--- config.mk ---
export PLATFORM = sky130hd
export DESIGN_NAME = irs_steer
export DESIGN_NICKNAME = d
export VERILOG_FILES = /design/src/design/irs_pkg.sv /design/src/design/irs_timer.sv /design/src/design/irs_steer.sv
export SDC_FILE = /design/constraint.sdc
export NUM_CORES = 1
export LEC_CHECK = 0
export ABC_AREA = 0
export BUFFER_PORTS_ARGS = -buffer_cell sky130_fd_sc_hd__clkbuf_2
export CORE_UTILIZATION = 42
export CTS_CLUSTER_SIZE = 14
export DETAILED_ROUTE_END_ITERATION = 16
export PLACE_DENSITY = 0.62
export SLEW_MARGIN = 20
export SYNTH_ARGS = -nofsm -noshare
export SYNTH_HDL_FRONTEND = slang
export SYNTH_SLANG_ARGS = --single-unit
--- constraint.sdc ---
create_clock -name pclk -period 2.2 [get_ports pclk]
set_clock_uncertainty 0.15 [all_clocks]
set_input_delay 0 -clock pclk [delete_from_list [all_inputs] [get_ports pclk]]
set_output_delay 0 -clock pclk [all_outputs]
set_load 0.03 [all_outputs]
--- src/design/irs_pkg.sv ---
// Package with the constants and types of the integrator reset and output steering block.
// Contract
// - Error flag low when measurement outlasts watchdog
// - Single mode always drives output A
// - Alternating modes switch output each cycle
// - Two-wire: A while a, B while b
// - Four-wire: B on a&~b, A on c&~d
// - Mode pin and sync_in_d select mode
// - Single variant resets on a XOR b
// - Dual variant resets on any decode
// - Held option: reset follows decode exactly
// - Timed option: timer holds reset, minimum 150ns
// - Calibration holds waves low and reset high, ignores inputs
// - First input starts reset, measure follows
`default_nettype none
package irs_pkg;
	localparam int unsigned CLK_PERIOD_NS = 4;
	localparam int unsigned RST_MIN_NS = 150;
	localparam logic [15:0] RST_MIN_CYC = 16'((RST_MIN_NS + CLK_PERIOD_NS - 1) / CLK_PERIOD_NS);
	localparam int unsigned WD_LIMIT_NS = 10000;
	localparam logic [15:0] WD_LIMIT_CYC = 16'(WD_LIMIT_NS / CLK_PERIOD_NS);
	localparam int unsigned CAL_TIME_NS = 20000;
	localparam int unsigned CAL_CYC_DEF = CAL_TIME_NS / CLK_PERIOD_NS;
	localparam int unsigned TMR_W = 16;
	localparam logic [7:0] OFS_CTRL = 8'h00;
	localparam logic [7:0] OFS_RST_TIME = 8'h04;
	localparam logic [7:0] OFS_STATUS = 8'h08;
	localparam logic [7:0] OFS_IRQ_STAT = 8'h0c;
	localparam logic [7:0] OFS_IRQ_MASK = 8'h10;
	localparam int unsigned CTRL_TIMED = 0;
	localparam int unsigned CTRL_ERR_EN = 1;
	localparam int unsigned CTRL_SINGLE = 2;
	localparam logic [2:0] CTRL_RST = 3'h2;
	localparam logic [15:0] RST_TIME_RST = 16'h0026;
	localparam int unsigned IRQ_FAULT = 0;
	localparam int unsigned IRQ_MEAS = 1;
	localparam int unsigned IRQ_CAL = 2;
	localparam int unsigned IRQ_W = 3;
	typedef struct packed {
		logic a;
		logic b;
		logic c;
		logic d;
	} irs_sync_t;
	typedef enum logic [1:0] {
		IRS_MODE_SINGLE,
		IRS_MODE_TWO,
		IRS_MODE_FOUR
	} irs_mode_t;
endpackage
`default_nettype wire

--- src/design/irs_timer.sv ---
// Loadable down counter used for the reset hold, the watchdog and calibration.
`default_nettype none
module irs_timer (
	input wire logic pclk,
	input wire logic presetn,
	input wire logic load,
	input wire logic [irs_pkg::TMR_W-1:0] load_val,
	input wire logic en,
	output logic zero
);
	import irs_pkg::*;
	logic [TMR_W-1:0] cnt_r;
	always_ff @(posedge pclk or negedge presetn) begin
		if (!presetn) begin
			cnt_r <= '0;
		end else if (load) begin
			cnt_r <= load_val;
		end else if (en && cnt_r != '0) begin
			cnt_r <= cnt_r - 1'b1;
		end
	end
	assign zero = (cnt_r == '0);
endmodule
`default_nettype wire

--- src/design/irs_steer.sv ---
// Integrator reset decode, output steering and watchdog with an APB register file.
`default_nettype none
module irs_steer #(
	parameter int unsigned CAL_CYC = irs_pkg::CAL_CYC_DEF
) (
	input wire logic pclk,
	input wire logic presetn,
	input wire logic psel,
	input wire logic penable,
	input wire logic pwrite,
	input wire logic [7:0] paddr,
	input wire logic [31:0] pwdata,
	output logic [31:0] prdata,
	output logic pready,
	output logic pslverr,
	input wire irs_pkg::irs_sync_t sync_in,
	input wire logic mode_pin,
	output logic integ_reset,
	output logic current_wave_a,
	output logic current_wave_b,
	output logic reset_timing_error_n,
	output logic irq
);
	import irs_pkg::*;

	typedef enum logic [1:0] {ST_CAL, ST_IDLE, ST_RESET, ST_MEAS} irs_state_t;

	irs_state_t state_r, state_nxt;
	logic [2:0] ctrl_r;
	logic [15:0] rst_time_r;
	logic [IRQ_W-1:0] irq_stat_r, irq_mask_r, irq_evt;
	logic [31:0] prdata_r;
	logic pready_r, pslverr_r, irq_r;
	logic integ_r, wave_a_r, wave_b_r, fault_r, fault_n_r;
	logic dec, dec_q_r, trig, cal_loaded_r;
	logic rst_zero, wd_zero, cal_zero;
	logic [15:0] rst_load_val;
	irs_mode_t mode;
	logic acc, wr_ok, map_hit;
	logic timed, err_en, single_var;

	assign timed = ctrl_r[CTRL_TIMED];
	assign err_en = ctrl_r[CTRL_ERR_EN];
	assign single_var = ctrl_r[CTRL_SINGLE];

	// Mode pin low with sync_in_d low is single, with it high two-wire; mode pin high is four-wire.
	always_comb begin
		if (single_var) begin
			mode = IRS_MODE_SINGLE;
		end else if (mode_pin) begin
			mode = IRS_MODE_FOUR;
		end else if (sync_in.d) begin
			mode = IRS_MODE_TWO;
		end else begin
			mode = IRS_MODE_SINGLE;
		end
	end

	// The decode always picks the function of the active mode, so one path serves all three.
	always_comb begin
		unique case (mode)
			IRS_MODE_SINGLE: dec = sync_in.a ^ sync_in.b;
			IRS_MODE_TWO: dec = !sync_in.a && !sync_in.b;
			IRS_MODE_FOUR: dec = !(sync_in.a && !sync_in.b) && !(sync_in.c && !sync_in.d);
		endcase
	end

	always_ff @(posedge pclk or negedge presetn) begin
		if (!presetn) begin
			dec_q_r <= 1'b0;
		end else begin
			dec_q_r <= dec;
		end
	end

	// Timed option triggers on the decode edge so a long decode does not retrigger endlessly.
	assign trig = timed ? (dec && !dec_q_r) : dec;

	// Hold times below the minimum are clamped rather than refused.
	assign rst_load_val = (rst_time_r < RST_MIN_CYC) ? RST_MIN_CYC : rst_time_r;

	always_ff @(posedge pclk or negedge presetn) begin
		if (!presetn) begin
			cal_loaded_r <= 1'b0;
		end else if (state_r == ST_CAL) begin
			cal_loaded_r <= 1'b1;
		end
	end

	irs_timer u_cal (
		.pclk(pclk),
		.presetn(presetn),
		.load(state_r == ST_CAL && !cal_loaded_r),
		.load_val(TMR_W'(CAL_CYC)),
		.en(state_r == ST_CAL),
		.zero(cal_zero)
	);

	irs_timer u_hold (
		.pclk(pclk),
		.presetn(presetn),
		.load(timed && state_r != ST_RESET && state_nxt == ST_RESET),
		.load_val(rst_load_val),
		.en(state_r == ST_RESET),
		.zero(rst_zero)
	);

	irs_timer u_wd (
		.pclk(pclk),
		.presetn(presetn),
		.load(state_r == ST_RESET && state_nxt == ST_MEAS),
		.load_val(WD_LIMIT_CYC),
		.en(state_r == ST_MEAS),
		.zero(wd_zero)
	);

	always_comb begin
		state_nxt = state_r;
		unique case (state_r)
			ST_CAL: begin
				if (cal_loaded_r && cal_zero) begin
					state_nxt = ST_IDLE;
				end
			end
			ST_IDLE: begin
				if (trig) begin
					state_nxt = ST_RESET;
				end
			end
			ST_RESET: begin
				if (timed ? rst_zero : !dec) begin
					state_nxt = ST_MEAS;
				end
			end
			ST_MEAS: begin
				if (trig) begin
					state_nxt = ST_RESET;
				end
			end
		endcase
	end

	always_ff @(posedge pclk or negedge presetn) begin
		if (!presetn) begin
			state_r <= ST_CAL;
		end else begin
			state_r <= state_nxt;
		end
	end

	always_ff @(posedge pclk or negedge presetn) begin
		if (!presetn) begin
			integ_r <= 1'b1;
		end else begin
			integ_r <= (state_nxt != ST_MEAS);
		end
	end

	always_ff @(posedge pclk or negedge presetn) begin
		if (!presetn) begin
			wave_a_r <= 1'b0;
			wave_b_r <= 1'b0;
		end else if (state_nxt != ST_MEAS) begin
			wave_a_r <= 1'b0;
			wave_b_r <= 1'b0;
		end else begin
			unique case (mode)
				IRS_MODE_SINGLE: begin
					wave_a_r <= 1'b1;
					wave_b_r <= 1'b0;
				end
				IRS_MODE_TWO: begin
					wave_a_r <= sync_in.a;
					wave_b_r <= sync_in.b;
				end
				IRS_MODE_FOUR: begin
					wave_a_r <= sync_in.c && !sync_in.d;
					wave_b_r <= sync_in.a && !sync_in.b;
				end
			endcase
		end
	end

	// The flag rises when the watchdog runs out mid-measurement and falls after a good cycle.
	always_ff @(posedge pclk or negedge presetn) begin
		if (!presetn) begin
			fault_r <= 1'b0;
		end else if (state_r == ST_MEAS && wd_zero) begin
			fault_r <= 1'b1;
		end else if (state_r == ST_MEAS && state_nxt == ST_RESET) begin
			fault_r <= 1'b0;
		end
	end

	// The shared pin only works as an error output when the error enable bit of ctrl is set.
	always_ff @(posedge pclk or negedge presetn) begin
		if (!presetn) begin
			fault_n_r <= 1'b1;
		end else begin
			fault_n_r <= !(fault_r && err_en);
		end
	end

	assign irq_evt[IRQ_FAULT] = (state_r == ST_MEAS) && wd_zero && !fault_r;
	assign irq_evt[IRQ_MEAS] = (state_r == ST_RESET) && (state_nxt == ST_MEAS);
	assign irq_evt[IRQ_CAL] = (state_r == ST_CAL) && (state_nxt == ST_IDLE);

	// One wait state lets read data and pready come from flip-flops.
	assign acc = psel && penable;
	assign wr_ok = acc && pready_r && pwrite && map_hit;

	always_comb begin
		map_hit = 1'b1;
		unique case (paddr)
			OFS_CTRL, OFS_RST_TIME, OFS_STATUS, OFS_IRQ_STAT, OFS_IRQ_MASK: map_hit = 1'b1;
			default: map_hit = 1'b0;
		endcase
	end

	always_ff @(posedge pclk or negedge presetn) begin
		if (!presetn) begin
			pready_r <= 1'b0;
			pslverr_r <= 1'b0;
			prdata_r <= 32'h0;
		end else begin
			pready_r <= acc && !pready_r;
			pslverr_r <= acc && !pready_r && !map_hit;
			prdata_r <= 32'h0;
			if (acc && !pready_r && !pwrite) begin
				unique case (paddr)
					OFS_CTRL: prdata_r <= {29'h0, ctrl_r};
					OFS_RST_TIME: prdata_r <= {16'h0, rst_time_r};
					OFS_STATUS: prdata_r <= {26'h0, mode, fault_r, integ_r,
						state_r != ST_CAL, state_r == ST_MEAS};
					OFS_IRQ_STAT: prdata_r <= {29'h0, irq_stat_r};
					OFS_IRQ_MASK: prdata_r <= {29'h0, irq_mask_r};
					default: prdata_r <= 32'h0;
				endcase
			end
		end
	end

	always_ff @(posedge pclk or negedge presetn) begin
		if (!presetn) begin
			ctrl_r <= CTRL_RST;
			rst_time_r <= RST_TIME_RST;
			irq_mask_r <= '0;
		end else if (wr_ok) begin
			if (paddr == OFS_CTRL) begin
				ctrl_r <= pwdata[2:0];
			end
			if (paddr == OFS_RST_TIME) begin
				rst_time_r <= pwdata[15:0];
			end
			if (paddr == OFS_IRQ_MASK) begin
				irq_mask_r <= pwdata[IRQ_W-1:0];
			end
		end
	end

	// A new event in the clearing cycle survives because the set term is ORed in last.
	always_ff @(posedge pclk or negedge presetn) begin
		if (!presetn) begin
			irq_stat_r <= '0;
		end else if (wr_ok && paddr == OFS_IRQ_STAT) begin
			irq_stat_r <= (irq_stat_r & ~pwdata[IRQ_W-1:0]) | irq_evt;
		end else begin
			irq_stat_r <= irq_stat_r | irq_evt;
		end
	end

	always_ff @(posedge pclk or negedge presetn) begin
		if (!presetn) begin
			irq_r <= 1'b0;
		end else begin
			irq_r <= |(irq_stat_r & irq_mask_r);
		end
	end

	assign prdata = prdata_r;
	assign pready = pready_r;
	assign pslverr = pslverr_r;
	assign integ_reset = integ_r;
	assign current_wave_a = wave_a_r;
	assign current_wave_b = wave_b_r;
	assign reset_timing_error_n = fault_n_r;
	assign irq = irq_r;
endmodule
`default_nettype wire

==> results.txt <==
----------------------------------------------------
[Outcome]
  Outcome ... finished, violations left
  Violations in the final reports ... negative setup slack

[Layout]
  Post-synthesis to final-layout area growth ... 35.0%
  Post-layout instance area ... between 0.007 and 0.008 mm^2
  Share of final-layout standard cells stronger than drive strength 1 ... 0.348
  Final std cells w/o fill ... around 850
  Final standard cell utilization of the core ... 0.585
  Ant. Diodes ... 0
  Layout Nets ... ~730

[Clock tree]
  Clock tree from TritonCTS ... built
  Max Buffers Root-to-Sink ... 2
  Total CTS buffers ... 9
  CTS H-Tree Depth ... 3
  Clock sink count ... a little over 100
  Register clock-pin slew on the reported worst setup and hold paths ... 0.07 ns
  Clock root buffer ... clkbuf_16
  Clock latency on the worst-skew pair ... between 0.3 and 0.4 ns

[Synth]
  Most frequent cell after synthesis ... dfrtp_1
  Ys Warns ... 0
  Synthesized-area fraction occupied by ao, oa, aoi and oai cells ... 0.132
  Number of enable flip-flop cells after synthesis ... 0
  Sequential fraction of the synthesis area ... 0.483
  Biggest area contributors in the synthesized netlist ... dfrtp_1, mux2_2, nand2_1, xnor2_1, dfstp_2
  Synthesized-area fraction occupied by adder cells ... 0.0191
  Synthesized area per cell ... about 10 um^2
  Most used flip-flop cell after synthesis ... dfrtp_1
  Seq cells post-synth ... between 100 and 150
  Most area-hungry cell type in the Yosys netlist ... dfrtp_1
  Count of mapped cells out of synthesis ... ~520
  Dominant combinational cell family by area after synthesis ... simple AND/OR/NAND/NOR gates
  Top cell types by occurrence after synthesis ... dfrtp_1, nand2_1, nor2_1, o21ai_0, a21oi_1
  Portion of netlist area occupied by mux cells ... 0.0508
  Synth cell types ... slightly above 70
  Async SR Flop Fraction ... 1.00
  Simple-gate portion of the synthesized area ... 0.228
  Total standard cell area after synthesis ... around 0.0052 mm^2
  Share of the synthesized netlist area taken by xor and xnor gates ... 0.0351
  Area fraction of the dominant cell type after synthesis ... 0.453

[Global routing]
  Global routing met3 resource utilization ... 0.0510
  Overall track demand over capacity in global routing ... 0.211
  Wire length of the first global-routing pass ... between 20 and 25 mm
  Met2 usage ... 0.356
  Via count of the first global-routing pass ... 4442
  Residual overflow from global routing ... 0
  Fraction of met1 tracks used by global routing ... 0.266
  Largest net degree at the start of global routing ... 46
  Initial antenna violation count ... 0
  Top Usage Layer GRT ... met2

[Power and ir drop]
  Internal power of the cells ... roughly 4.3 mW
  Proportion of total power due to net switching ... 0.319
  Sequential share of power ... 0.379
  Switching power total ... 2.03 mW
  Static leakage power ... approximately 3 nW
  Combinational group share of total power ... 0.336
  Clk pwr share ... 0.284
  Worst vdd ir ... ~740 uV
  Pwr per Cell Area ... 898 mW/mm^2

[Place]
  Cell Count Post-Placement ... around 790
  Final GP Congestion ... approximately 0.9
  Number of buffers added on ports ... between 50 and 60
  Half-perimeter wire length after placement ... approximately 9 mm
  Dpl ws ... -0.160 ns
  Post-placement cell area ... slightly above 0.006 mm^2

[Critical path]
  Crit-path max FO ... 4
  Top delay family on crit path ... simple AND/OR/NAND/NOR gates
  Critical path class ... reg2reg
  Endpoint kind of the worst setup timing path ... flip-flop
  Critical path buffer and inverter count ... 2
  Element type at the critical path start ... flip-flop
  Number of cells traversed by the worst register-to-register path ... 8
  CP Cell Sequence ... inv_2 > ha_4 > or4b_4 > or2_4 > o21ai_4 > buf_6 > mux2_4 > a21oi_2
  Slowest-stage cell, CP ... or4b_4
  Logic depth of the worst setup path including buffers ... 8
  Signal arrival time at the worst endpoint ... about 2.5 ns
  Req. time, crit path ... about 2.3 ns
  Critical path's largest stage delay ... just under 0.5 ns

[Floorplan]
  Number of top-level pins ... between 80 and 90
  Vertical die dimension ... between 100 and 150 um
  Die Width ... roughly 110 um
  Starting utilization of the core area ... 0.433
  Number of cell rows ... 40
  DIE AREA ... roughly 0.013 mm^2
  Std-Cell Core Area ... around 0.012 mm^2

[Drt]
  Detailed router's first-iteration violation count ... between 200 and 300
  Ratio of routed vias to standard cells ... roughly 5.3
  Average wire per standard cell ... roughly 15 um
  DRC violation count after routing ... 0
  Number of routed nets with antenna violations ... 0
  Count of vias placed by the detailed router ... 4512
  First-pass iteration count of the detailed router ... 4
  Routed Wire Length ... 13.2 mm

[Timing]
  Achievable frequency ... around 430 MHz
  Final Slew Violations ... 0
  Actual slew at the worst max-slew pin ... ~0.48 ns
  Max-slew headroom ... 0.672
  Endpoints failing hold ... 0
  Share of the clock period used by the worst path after layout ... 1.05
  Number of failing setup endpoints in the final timing report ... 16
  Worst setup margin ... -0.120 ns
  Tmin final ... around 2.3 ns
  Unrepaired setup endpoints after global routing ... yes

[Min path]
  Class of the worst hold path ... in2async

[Job]
  Max-cap violation count ... 0

----------------------------------------------------
==> layout make-up <==
cell class | count | area, um^2
multi-input cells | 387 | 2740
flip-flops and latches | 101 | 2530
fillers | 1068 | 5030
clock buffers | 12 | 236
well taps | 168 | 210
clock inverters | 4 | 97.6
repair buffers | 162 | 1200
inverters | 15 | 56.3
==> sequential cells by signal, summed over array words and instances, names as in the netlist, 2 cells and up <==
| register | cells |
|---|---|
| u_cal.cnt_r | 16 |
| prdata | 16 |
| u_hold.cnt_r | 16 |
| u_wd.cnt_r | 16 |
| irq_mask_r | 3 |
| ctrl_r | 3 |
| state_r | 2 |
| irq_stat_r | 3 |
| rst_time_r | 16 |
==> per-layer routing <==
layer | up-vias | wire [um]
li1 | 2172 | -
met1 | 2228 | 5930
met2 | 91 | 6530
met3 | 21 | 460
met4 | 0 | 227
met5 | - | 0
==> cells by family (layout without fill, tap and decap cells) <==
group,after synthesis,count (layout)
AOI/OAI and AO/OA,104,104
xor gates and xnor gates,21,21
adders and majority gates,8,8
buffers and inverters,51,193
DFF,101,101
muxes,23,23
other,1,16
and+or+nand+nor,215,215
==> cell usage in the layout (no fill, tap or decap), types with 9 or more instances in the layout <==
master         synthesis  routed
nor2_1                41      36
conb_1                 1      16
nor4_1                13      10
nand3_1               19      16
nor3_1                17      13
buf_4                 16      69
xnor2_1               19      19
or3_1                 11      11
dfrtp_1               95      95
and2_1                13      12
inv_1                 15      11
mux2_2                19      18
dlygate4sd3_1          0      28
a21oi_1               22      16
clkbuf_2               0      55
clkbuf_16              0       9
o21ai_0               31      28
nand2_1               46      40
==> repair_timing <==
| action | in CTS | in global routing |
|---|---|---|
| cloned | 1 | 1 |
| resized for setup | 24 | 42 |
| endpoints found under the setup margin | 33 | 56 |
| endpoints found under the hold margin | 130 | 1 |
| pin swaps | 10 | 18 |
| hold buffers | 28 | 1 |
| buffers inserted | 5 | 9 |
==> power groups by stage <==
stage	clock network [mW]	logic [mW]	registers [mW]
finish	1.81	2.14	2.41
global placement	0	1.66	2.40
floorplan	0	1.07	2.41
CTS	1.84	1.96	2.39
detailed placement	0	1.71	2.41
global route	1.92	2.34	2.45
==> path summary, 6_finish.rpt <==
check,startpoint,end,slack (ns)
worst max-delay path,u_hold.cnt_r[1],u_hold.cnt_r[1],-0.12
worst min-delay path,presetn,prdata[10],0.01
worst max register to register,u_hold.cnt_r[1],u_hold.cnt_r[1],-0.12
worst min register to register,ctrl_r[1],reset_timing_error_n,0.33
max in group asynchronous,presetn,u_wd.cnt_r[4],1.21
min in group pclk,sync_in[0],current_wave_a,0.08
==> per-stage QoR <==
stage	setup TNS, ns	power, mW	hold slack (ns)
after floorplan	-0.338	3.48	-0.446
after global placement	-1.16	4.07	-0.146
after detailed placement	-2.52	4.12	-0.141
after CTS	-0.664	6.19	0.0227
after global routing	-2.85	6.71	0.0640
final	-0.716	6.35	0.0110
Power figures use the tool's default switching activity.
